===== config.mk =====
export PLATFORM = sky130hd
export DESIGN_NAME = lmc_ctrl
export DESIGN_NICKNAME = d
export VERILOG_FILES = /design/src/lmc_pkg.sv /design/src/lmc_link_if.sv /design/src/lmc_ctrl.sv /design/src/lmc_setup_seq.sv
export SDC_FILE = /design/constraint.sdc
export NUM_CORES = 1
export LEC_CHECK = 0
export BUFFER_PORTS_ARGS = -buffer_cell sky130_fd_sc_hd__clkbuf_2
export CORE_MARGIN = 2
export CORE_UTILIZATION = 42
export DETAILED_ROUTE_END_ITERATION = 10
export GPL_ROUTABILITY_DRIVEN = 0
export PLACE_DENSITY = 0.79
export RECOVER_POWER = 50
export SKIP_CTS_REPAIR_TIMING = 1
export SLEW_MARGIN = 20
export SYNTH_ARGS = -nofsm -noshare
export SYNTH_HDL_FRONTEND = slang
export SYNTH_SLANG_ARGS = --single-unit

===== constraint.sdc =====
create_clock -name CLK -period 1.74 [get_ports CLK]
set_clock_uncertainty 0.1 [all_clocks]
set_input_delay 0.348 -clock CLK [delete_from_list [all_inputs] [get_ports CLK]]
set_output_delay 0.348 -clock CLK [all_outputs]
set_load 0.005 [all_outputs]

===== src/lmc_pkg.sv =====
// Constants and types of the link mode control register block
package lmc_pkg;
   // ****************************************
   // Register map
   // ****************************************
   localparam logic [11:0] LMC_CTRL_IDX  = 12'h000;  // Control word index
   localparam logic [11:0] LMC_CTRL_ADDR = {LMC_CTRL_IDX[9:0], 2'b00};
   localparam logic [11:0] LMC_STAT_ADDR = 12'h040;  // Setup status word
   // ****************************************
   // Control field positions
   // ****************************************
   localparam int LMC_B_MANDATORY_DISCONNECT  = 0;  // Mandatory disconnect
   localparam int LMC_B_RBRDY  = 1;  // Receive buffer ready
   localparam int LMC_B_RTEST  = 2;  // Internal register test
   localparam int LMC_B_LOOP   = 3;  // Loopback test
   localparam int LMC_B_ACTIVE = 4;  // Active link setup
   localparam int LMC_B_HALF   = 5;  // Half duplex
   localparam int LMC_B_SKIPD  = 7;  // Skip disconnect before setup
   // ****************************************
   // Reset value and writable bits
   // ****************************************
   localparam logic [7:0] LMC_CTRL_RST  = 8'h01;  // Disconnected
   localparam logic [7:0] LMC_CTRL_WMSK = 8'hBF;  // Bit 6 stays 0
   // ****************************************
   // Link setup states
   // ****************************************
   typedef enum logic [6:0] {
      LMC_IDLE      = 7'h01,  // Logically disconnected
      LMC_SEND_DISC = 7'h02,  // Request DISC frame
      LMC_WAIT_DISC = 7'h04,  // Await DISC acknowledge
      LMC_SEND_SABM = 7'h08,  // Request SABM frame
      LMC_WAIT_SABM = 7'h10,  // Await SABM acknowledge
      LMC_PASSIVE   = 7'h20,  // Await remote setup
      LMC_LINKED    = 7'h40   // Link established
   } lmc_state_t;
endpackage


===== src/lmc_link_if.sv =====
// Interface between the control register and the setup sequencer
interface lmc_link_if;
   import lmc_pkg::*;
   logic       mandatory_disconnect;        // Mandatory disconnect
   logic       active;       // Active setup selected
   logic       skip_disc;    // Skip DISC exchange
   logic       ack_rx;       // Acknowledge frame received
   logic       remote_sabm;  // Remote SABM received
   lmc_state_t state;        // Sequencer state
   modport ctrl (output mandatory_disconnect, active, skip_disc, ack_rx, remote_sabm, input state);
   modport seq  (input mandatory_disconnect, active, skip_disc, ack_rx, remote_sabm, output state);
endinterface


===== src/lmc_ctrl.sv =====
// Link mode control register with APB slave, data gating and loopback
// How it works
// RULE1: disconnect bit holds link logically disconnected
// RULE2: no DMA transfer while disconnect set
// RULE3: reset sets the disconnect bit
// RULE4: no transmit or receive until cleared
// RULE5: accept information frames only when ready
// RULE6: loopback routes transmit data into receiver
// RULE7: loopback ignores receive data and clock pins
// RULE8: host makes both address fields equal first
// RULE9: active bit with disconnect clear starts setup
// RULE10: passive mode waits for remote setup
// RULE11: DISC exchange precedes SABM when bit clear
// RULE12: bit set sends SABM only
// RULE13: bit 5 selects half or full duplex
// RULE14: bit 2 register test, bit 6 zero
// RULE15: host writes address fields while disconnected
module lmc_ctrl
   import lmc_pkg::*;
(
   input  wire logic        CLK,
   input  wire logic        RST_N,
   input  wire logic        PSEL,
   input  wire logic        PENABLE,
   input  wire logic        PWRITE,
   input  wire logic [11:0] PADDR,
   input  wire logic [31:0] PWDATA,
   output logic      [31:0] PRDATA,
   output logic             PREADY,
   output logic             PSLVERR,
   input  wire logic        TXD_IN,
   input  wire logic        TX_BIT_EN,
   input  wire logic        RXD_PIN,
   input  wire logic        RXC_PIN,
   output logic             RX_DATA,
   output logic             RX_BIT_EN,
   input  wire logic        DMA_REQ,
   output logic             DMA_REQ_OUT,
   output logic             TX_EN,
   output logic             RX_EN,
   output logic             IFRAME_RX_EN,
   output logic             LINK_DISC,
   output logic             REG_TEST,
   output logic             HALF_DUPLEX,
   input  wire logic        FRAME_ACK,
   input  wire logic        REMOTE_SABM,
   output logic             SEND_DISC,
   output logic             SEND_SABM,
   output logic             LINK_UP
);
   import lmc_pkg::*;

   // ****************************************
   // Declarations
   // ****************************************
   logic [7:0]  ctrl_reg;     // Control word
   logic [7:0]  ctrl_next;    // Control after write
   logic        access;       // Completing APB access
   logic        hit_ctrl;     // Control address
   logic        hit_stat;     // Status address
   logic [31:0] rdata_next;   // Read data mux
   lmc_link_if  lnk ();       // Link to sequencer

   // Named control fields
   wire mandatory_disconnect  = ctrl_reg[LMC_B_MANDATORY_DISCONNECT];
   wire rbrdy  = ctrl_reg[LMC_B_RBRDY];
   wire loop   = ctrl_reg[LMC_B_LOOP];

   // ****************************************
   // APB decode
   // ****************************************
   // Write takes effect only at the ready edge; read data is captured at setup
   assign access   = PSEL && PENABLE && PREADY;
   assign hit_ctrl = (PADDR == LMC_CTRL_ADDR);
   assign hit_stat = (PADDR == LMC_STAT_ADDR);
   assign ctrl_next = PWDATA[7:0] & LMC_CTRL_WMSK; // RULE14

   // Read data selection
   always_comb begin
      rdata_next = 32'h0000_0000;
      if (hit_ctrl) begin
         rdata_next[7:0] = ctrl_reg;
      end else if (hit_stat) begin
         rdata_next[6:0] = lnk.state;
         rdata_next[8]   = LINK_UP;
      end
   end

   // Ready one cycle after setup: no wait states
   always_ff @(posedge CLK) begin
      if (!RST_N) begin
         PREADY <= 1'b0;
      end else begin
         PREADY <= PSEL && !PENABLE;
      end
   end

   // Read data and error captured at setup
   always_ff @(posedge CLK) begin
      if (!RST_N) begin
         PRDATA  <= 32'h0000_0000;
         PSLVERR <= 1'b0;
      end else if (PSEL && !PENABLE) begin
         PRDATA  <= PWRITE ? 32'h0000_0000 : rdata_next;
         // Unmapped address, or write to status
         PSLVERR <= !(hit_ctrl || (hit_stat && !PWRITE));
      end else begin
         PRDATA  <= 32'h0000_0000;
         PSLVERR <= 1'b0;
      end
   end

   // ****************************************
   // Control register
   // ****************************************
   // Reset leaves the link disconnected
   always_ff @(posedge CLK) begin
      if (!RST_N) begin
         ctrl_reg <= LMC_CTRL_RST; // RULE3
      end else if (access && PWRITE && hit_ctrl) begin
         ctrl_reg <= ctrl_next;
      end
   end

   // ****************************************
   // Data path gating
   // ****************************************
   // Transfers, transmit and receive held off while disconnected
   always_ff @(posedge CLK) begin
      if (!RST_N) begin
         DMA_REQ_OUT  <= 1'b0;
         TX_EN        <= 1'b0;
         RX_EN        <= 1'b0;
         IFRAME_RX_EN <= 1'b0;
         LINK_DISC    <= 1'b1;
      end else begin
         DMA_REQ_OUT  <= DMA_REQ && !mandatory_disconnect; // RULE2
         TX_EN        <= !mandatory_disconnect; // RULE4
         RX_EN        <= !mandatory_disconnect; // RULE4
         IFRAME_RX_EN <= !mandatory_disconnect && rbrdy; // RULE5
         LINK_DISC    <= mandatory_disconnect; // RULE1
      end
   end

   // ****************************************
   // Mode outputs
   // ****************************************
   // Duplex and register test selections
   always_ff @(posedge CLK) begin
      if (!RST_N) begin
         HALF_DUPLEX <= 1'b0;
         REG_TEST    <= 1'b0;
      end else begin
         HALF_DUPLEX <= ctrl_reg[LMC_B_HALF]; // RULE13
         REG_TEST    <= ctrl_reg[LMC_B_RTEST]; // RULE14
      end
   end

   // ****************************************
   // Loopback
   // ****************************************
   // Receiver fed from transmitter, pins not looked at
   always_ff @(posedge CLK) begin
      if (!RST_N) begin
         RX_DATA   <= 1'b1;
         RX_BIT_EN <= 1'b0;
      end else if (loop) begin
         RX_DATA   <= TXD_IN; // RULE6
         RX_BIT_EN <= TX_BIT_EN; // RULE7
      end else begin
         RX_DATA   <= RXD_PIN;
         RX_BIT_EN <= RXC_PIN;
      end
   end

   // ****************************************
   // Link setup
   // ****************************************
   // Acknowledge frames are meaningless while disconnected
   assign lnk.mandatory_disconnect       = mandatory_disconnect;
   assign lnk.active      = ctrl_reg[LMC_B_ACTIVE];
   assign lnk.skip_disc   = ctrl_reg[LMC_B_SKIPD];
   assign lnk.ack_rx      = FRAME_ACK && !mandatory_disconnect;
   assign lnk.remote_sabm = REMOTE_SABM && !mandatory_disconnect;

   // Setup state machine
   lmc_setup_seq u_seq (
      .clk   (CLK),
      .rst_n (RST_N),
      .lnk   (lnk)
   );

   // Frame requests and link state from the sequencer
   always_ff @(posedge CLK) begin
      if (!RST_N) begin
         SEND_DISC <= 1'b0;
         SEND_SABM <= 1'b0;
         LINK_UP   <= 1'b0;
      end else begin
         // Requests die at once if disconnect is set again
         SEND_DISC <= (lnk.state == LMC_SEND_DISC) && !mandatory_disconnect; // RULE11
         SEND_SABM <= (lnk.state == LMC_SEND_SABM) && !mandatory_disconnect; // RULE9
         LINK_UP   <= (lnk.state == LMC_LINKED) && !mandatory_disconnect; // RULE1
      end
   end

   // ****************************************
   // Checks
   // ****************************************
   a_reset_disc: assert property ( // RULE3
      @(posedge CLK)
      !RST_N |=> mandatory_disconnect ##1 LINK_DISC)
      else $error("reset did not set disconnect");
   a_link_down: assert property ( // RULE1
      @(posedge CLK) disable iff (!RST_N)
      mandatory_disconnect |=> !LINK_UP && LINK_DISC && !SEND_DISC)
      else $error("link up while disconnected");
   a_dma_blocked: assert property ( // RULE2
      @(posedge CLK) disable iff (!RST_N)
      mandatory_disconnect |=> !DMA_REQ_OUT)
      else $error("DMA passed while disconnected");
   a_data_held: assert property ( // RULE4
      @(posedge CLK) disable iff (!RST_N)
      mandatory_disconnect |=> !TX_EN && !RX_EN)
      else $error("data enabled while disconnected");
   a_iframe_gate: assert property ( // RULE5
      @(posedge CLK) disable iff (!RST_N)
      (!rbrdy || mandatory_disconnect) |=> !IFRAME_RX_EN)
      else $error("I-frames accepted while not ready");
   a_loop_data: assert property ( // RULE6
      @(posedge CLK) disable iff (!RST_N)
      loop |=> RX_DATA == $past(TXD_IN))
      else $error("loopback data not routed");
   a_loop_pins: assert property ( // RULE7
      @(posedge CLK) disable iff (!RST_N)
      loop |=> RX_BIT_EN == $past(TX_BIT_EN))
      else $error("receive clock pin used in loopback");
   a_setup_start: assert property ( // RULE9
      @(posedge CLK) disable iff (!RST_N)
      (lnk.state == LMC_IDLE && !mandatory_disconnect && lnk.active && lnk.skip_disc)
      ##1 !mandatory_disconnect |=> SEND_SABM)
      else $error("active setup sent no SABM");
   a_duplex_sel: assert property ( // RULE13
      @(posedge CLK) disable iff (!RST_N)
      $changed(ctrl_reg[LMC_B_HALF]) |=> HALF_DUPLEX == $past(ctrl_reg[LMC_B_HALF]))
      else $error("duplex output wrong");
   a_test_bits: assert property ( // RULE14
      @(posedge CLK) disable iff (!RST_N)
      !ctrl_reg[6] && (REG_TEST == $past(ctrl_reg[LMC_B_RTEST])))
      else $error("test bit or unused bit wrong");
   a_apb_ready: assert property (
      @(posedge CLK) disable iff (!RST_N)
      (PSEL && !PENABLE) |=> PREADY ##1 !PREADY)
      else $error("APB ready not one cycle");

   // ****************************************
   // Checks of the open link and the register
   // ****************************************
   // Data path opens once disconnect is cleared
   a_enable_open: assert property ( // RULE4
      @(posedge CLK) disable iff (!RST_N)
      !mandatory_disconnect |=> TX_EN && RX_EN)
      else $error("data held although connected");
   // DMA request passes unchanged while connected
   a_dma_pass: assert property ( // RULE2
      @(posedge CLK) disable iff (!RST_N)
      !mandatory_disconnect |=> DMA_REQ_OUT == $past(DMA_REQ))
      else $error("DMA request lost while connected");
   // Ready receiver with open link takes I-frames
   a_iframe_open: assert property ( // RULE5
      @(posedge CLK) disable iff (!RST_N)
      (rbrdy && !mandatory_disconnect) |=> IFRAME_RX_EN)
      else $error("I-frames refused although ready");
   // Outside loopback the receive pins feed the receiver
   a_pins_used: assert property ( // RULE7
      @(posedge CLK) disable iff (!RST_N)
      !loop |=> RX_DATA == $past(RXD_PIN) && RX_BIT_EN == $past(RXC_PIN))
      else $error("receive pins not used");
   // A control write lands with bit 6 masked
   a_write_lands: assert property ( // RULE14
      @(posedge CLK) disable iff (!RST_N)
      (access && PWRITE && hit_ctrl) |=> ctrl_reg == $past(ctrl_next))
      else $error("control write lost");
   // Disconnect stays until software clears it
   a_disc_kept: assert property ( // RULE4
      @(posedge CLK) disable iff (!RST_N)
      (mandatory_disconnect && !(access && PWRITE && hit_ctrl)) |=> mandatory_disconnect)
      else $error("disconnect cleared without a write");
   // DISC frame requests are single pulses
   a_disc_pulse: assert property ( // RULE11
      @(posedge CLK) disable iff (!RST_N)
      SEND_DISC |=> !SEND_DISC)
      else $error("DISC request longer than one cycle");
   // No SABM request while disconnected
   a_no_sabm: assert property ( // RULE1
      @(posedge CLK) disable iff (!RST_N)
      mandatory_disconnect |=> !SEND_SABM)
      else $error("SABM requested while disconnected");
   // Link up only from the linked state
   a_link_state: assert property ( // RULE1
      @(posedge CLK) disable iff (!RST_N)
      LINK_UP |-> $past(lnk.state == LMC_LINKED))
      else $error("link up outside linked state");
   // Half duplex bit drives the duplex output
   a_half_sel: assert property ( // RULE13
      @(posedge CLK) disable iff (!RST_N)
      ctrl_reg[LMC_B_HALF] |=> HALF_DUPLEX)
      else $error("half duplex not selected");
   // Control read returns the stored word
   a_ctrl_read: assert property ( // RULE14
      @(posedge CLK) disable iff (!RST_N)
      (PSEL && !PENABLE && !PWRITE && hit_ctrl) |=> PRDATA[7:0] == $past(ctrl_reg))
      else $error("control read data wrong");
   // Unmapped setup answers with an error
   a_slverr_map: assert property (
      @(posedge CLK) disable iff (!RST_N)
      (PSEL && !PENABLE && !hit_ctrl && !hit_stat) |=> PSLVERR)
      else $error("unmapped access not refused");
endmodule


===== src/lmc_setup_seq.sv =====
// Link setup sequencer for active and passive link establishment
module lmc_setup_seq
   import lmc_pkg::*;
(
   input wire logic clk,
   input wire logic rst_n,
   lmc_link_if.seq  lnk
);
   lmc_state_t state_reg;   // Current state
   lmc_state_t state_next;  // Next state

   assign lnk.state = state_reg;

   // ****************************************
   // State register
   // ****************************************
   // Synchronous reset to disconnected
   always_ff @(posedge clk) begin
      if (!rst_n) begin
         state_reg <= LMC_IDLE;
      end else begin
         state_reg <= state_next;
      end
   end

   // ****************************************
   // Next state
   // ****************************************
   always_comb begin
      state_next = state_reg;
      if (lnk.mandatory_disconnect) begin
         // Disconnect overrides any progress
         state_next = LMC_IDLE; // RULE1
      end else begin
         unique case (state_reg)
            LMC_IDLE: begin
               if (lnk.active && !lnk.skip_disc) begin
                  state_next = LMC_SEND_DISC; // RULE11
               end else if (lnk.active) begin
                  state_next = LMC_SEND_SABM; // RULE12
               end else begin
                  state_next = LMC_PASSIVE; // RULE10
               end
            end
            LMC_SEND_DISC: state_next = LMC_WAIT_DISC;
            LMC_WAIT_DISC: begin
               // SABM only after DISC is acknowledged
               if (lnk.ack_rx) begin
                  state_next = LMC_SEND_SABM; // RULE11
               end
            end
            LMC_SEND_SABM: state_next = LMC_WAIT_SABM;
            LMC_WAIT_SABM: begin
               if (lnk.ack_rx) begin
                  state_next = LMC_LINKED; // RULE9
               end
            end
            LMC_PASSIVE: begin
               // Remote station opens the link
               if (lnk.remote_sabm) begin
                  state_next = LMC_LINKED; // RULE10
               end
            end
            LMC_LINKED: state_next = LMC_LINKED;
            default: state_next = LMC_IDLE;
         endcase
      end
   end

   // ****************************************
   // Checks
   // ****************************************
   a_active_start: assert property ( // RULE9
      @(posedge clk) disable iff (!rst_n)
      (state_reg == LMC_IDLE && !lnk.mandatory_disconnect && lnk.active)
      |=> (state_reg == LMC_SEND_DISC || state_reg == LMC_SEND_SABM))
      else $error("active setup did not start");
   a_passive_wait: assert property ( // RULE10
      @(posedge clk) disable iff (!rst_n)
      (state_reg == LMC_IDLE && !lnk.mandatory_disconnect && !lnk.active)
      |=> state_reg == LMC_PASSIVE)
      else $error("passive mode did not wait");
   a_disc_first: assert property ( // RULE11
      @(posedge clk) disable iff (!rst_n)
      (state_reg == LMC_WAIT_DISC && !lnk.ack_rx && !lnk.mandatory_disconnect)
      |=> state_reg == LMC_WAIT_DISC)
      else $error("SABM before DISC acknowledge");
   a_sabm_only: assert property ( // RULE12
      @(posedge clk) disable iff (!rst_n)
      (state_reg == LMC_IDLE && !lnk.mandatory_disconnect && lnk.active && lnk.skip_disc)
      |=> state_reg == LMC_SEND_SABM)
      else $error("DISC sent although skipped");
endmodule


==> flow_summary.toml <==
[cts]
cts_buffer_depth = 2
cts-buffers-inserted = 5
clock_latency_ns = 0.29
htreeDepth = 2
cts.sinks = 36
clk_pin_slew_ns = 0.07
cts_tree = "built"
root_buffer = "clkbuf_8"

[final_layout]
drive_above_1_share = 0.273
largest_register_ffs = 9
area_delta_synth_final_pct = 21.2
fin_area_sq_um = 1990
multi_input_area_sq_um = 748
seqCellArea_sq_um = 721
nFillCells = 354
num_antenna_cells = 0
final_nets = 293

[timing]
period_share = 0.949
fin_setup_tns_ns = 0
slew_headroom = 0.604
max_freq_mhz = 606
finalSetupViolCount = 0
rsz0062_at_grt = "false"
finalHoldViolations = 0
finalMaxSlewViolations = 0
hold_slack_ns = 0.173
period_minus_slack_ns = 1.65
tightest_slew_ns = 0.594
postLayoutSetupSlackWorst_ns = 0.0892

[placement]
io_buffers = 53
dp_slack_ns = 0.0406
hpwlAfterDp_microns = 2490
postPlaceCellArea_sq_um = 1910

[synth]
synth_adder_area_share = 0
synthFlopType = "dfxtp_1"
synth_edf_count = 0
yosysWarnings = 0
synth_top_area_share = 0.439
synth_commonest_cells = "dfxtp_1, buf_4, nand2_1, mux2i_1, nor2_1"
synth.cell_area_sq_um = 1640
synth_top_cell_by_area = "dfxtp_1"
ys_top_cells_by_area = "dfxtp_1, buf_4, mux2i_1"
synth_cells = 178
syn_avg_cell_area_sq_um = 9.23
synth_compound_area_frac = 0.0617
synth-simple-area-share = 0.238
synth_cell_types = 38
synth_most_common_cell = "dfxtp_1"
async_reset_ff_frac = 0
post_synth_xor_area_fraction = 0.0107
synth-seq-cells = 36
synth-seq-area-share = 0.439
synth_top_family_by_area = "simple AND/OR/NAND/NOR gates"
yosys-mux-area-fraction = 0.0914

[detailed_routing]
ant_nets = 0
avgRoutedWirePerCell_microns = 10.9
drt-initial-drc-count = 38
drt-total-wl_microns = 3130
vias = 1348
firstDrtPassIters = 4
avgViaCountPerCell = 4.71
drc = 0

[power]
power.share.combinational = 0.050
sw_frac_of_total = 0.211
peakVddDrop_mv = 0.534
p_clk_frac = 0.397
p_per_area_nw_per_um2 = 753
leakagePower_nw = 0.894
intPower_w = 0.00118
p_switching_w = 0.000317
p_seq_frac = 0.553
finalPower_w = 0.00150

[floorplanning]
start_util = 0.442
fp.dieW_microns = 66.5
io_pins = 102
die_y_microns = 66.5
die_area_sq_um = 4430
coreArea_sq_um = 3720
num_rows = 22

[grt]
grt_start_max_net_pins = 16
grt_util_met2 = 0.255
grt_pass1_vias = 1161
grt_util_met3 = 0.0591
track_usage = 0.153
top_usage_layer = "met2"
grt_pass1_wl_microns = 4960
grtUsageMet1 = 0.172
grt_remaining_overflow = 0
antenna_found_initial = 0

[critical_path]
cp.arrival_ns = 1.70
path_cells = "or4_4 -> a2111oi_1 -> a21oi_1"
slowest_stage = "or4_4"
path_buf_inv = 0
worstPathRequired_ns = 1.79
cp-start-kind = "register"
cpPeakStageDelay_ns = 0.60
critPathCaptureType = "register"
cp_max_fo = 5
crit_type = "register to register"
crit_family = "simple AND/OR/NAND/NOR gates"

[outcome]
status = "completed"

[run]
cap_violations = 0

[worst_hold_path]
hold_class = "input pin to register"
-- power groups by stage --
| stage | sequential [W] | clock, W | combinational [W] |
|---|---|---|---|
| final | 0.000829 | 0.000596 | 0.0000755 |
| after floorplan | 0.000849 | 0 | 0.0000702 |
| after CTS | 0.000829 | 0.000627 | 0.0000776 |
| after detailed placement | 0.000848 | 0 | 0.0000769 |
| after global placement | 0.000848 | 0 | 0.0000762 |
| after global routing | 0.000829 | 0.000669 | 0.0000854 |
-- final cells by class --
class / count / area share
sequential: 36 / 0.362
clock buffer: 7 / 0.0433
inverter: 7 / 0.0132
timing repair buffer: 64 / 0.172
clock inverter: 1 / 0.00377
tap: 48 / 0.0302
multi-input combinational: 123 / 0.376
-- cell families (layout without fill, tap and decap cells) --
kind of cell	Yosys count	count (layout)
and+or+nand+nor	70	70
other	1	23
DFF	36	36
xor gates and xnor gates	2	2
AOI/OAI and AO/OA	13	13
muxes	15	15
buffers and inverters	41	79
-- through the flow --
step	instances	util
floorplan	200	-
global placement	278	0.515
detailed placement	278	0.515
CTS	286	0.540
global route	286	0.536
finish	286	0.536
-- routing by layer --
metal | up-vias | share of wire
met3 | 6 | 0.081
met2 | 57 | 0.47
met1 | 614 | 0.43
met5 | - | 0
met4 | 0 | 0.018
li1 | 671 | -
-- path summary, 6_finish.rpt --
| kind | start | end | slack, ns | depth (start not counted) |
|---|---|---|---|---|
| setup / recovery | u_seq.lnk.state[3] | u_seq.lnk.state[0] | 0.09 | 3 |
| hold / removal | DMA_REQ | DMA_REQ_OUT | 0.17 | 2 |
| setup reg to reg | u_seq.lnk.state[3] | u_seq.lnk.state[0] | 0.09 | 3 |
| hold reg to reg | ctrl_reg[2] | REG_TEST | 0.35 | 2 |
-- placed cells by master (no fill, tap or decap), types with 2 or more instances in the layout --
cell type,instances
clkbuf_2,45
clkbuf_8,6
nand3_1,2
dfxtp_1,36
nor3_1,6
nor2_1,13
nor4_1,6
conb_1,23
and3_1,2
nand2_1,16
a21oi_1,3
inv_1,7
buf_4,8
nand3b_1,3
nor3b_1,2
mux2i_1,15
and2_1,2
nand2b_1,6
clkbuf_1,11
nand4_1,2
nor2b_1,3
o21ai_0,4
(Power assumes the default switching activity.)
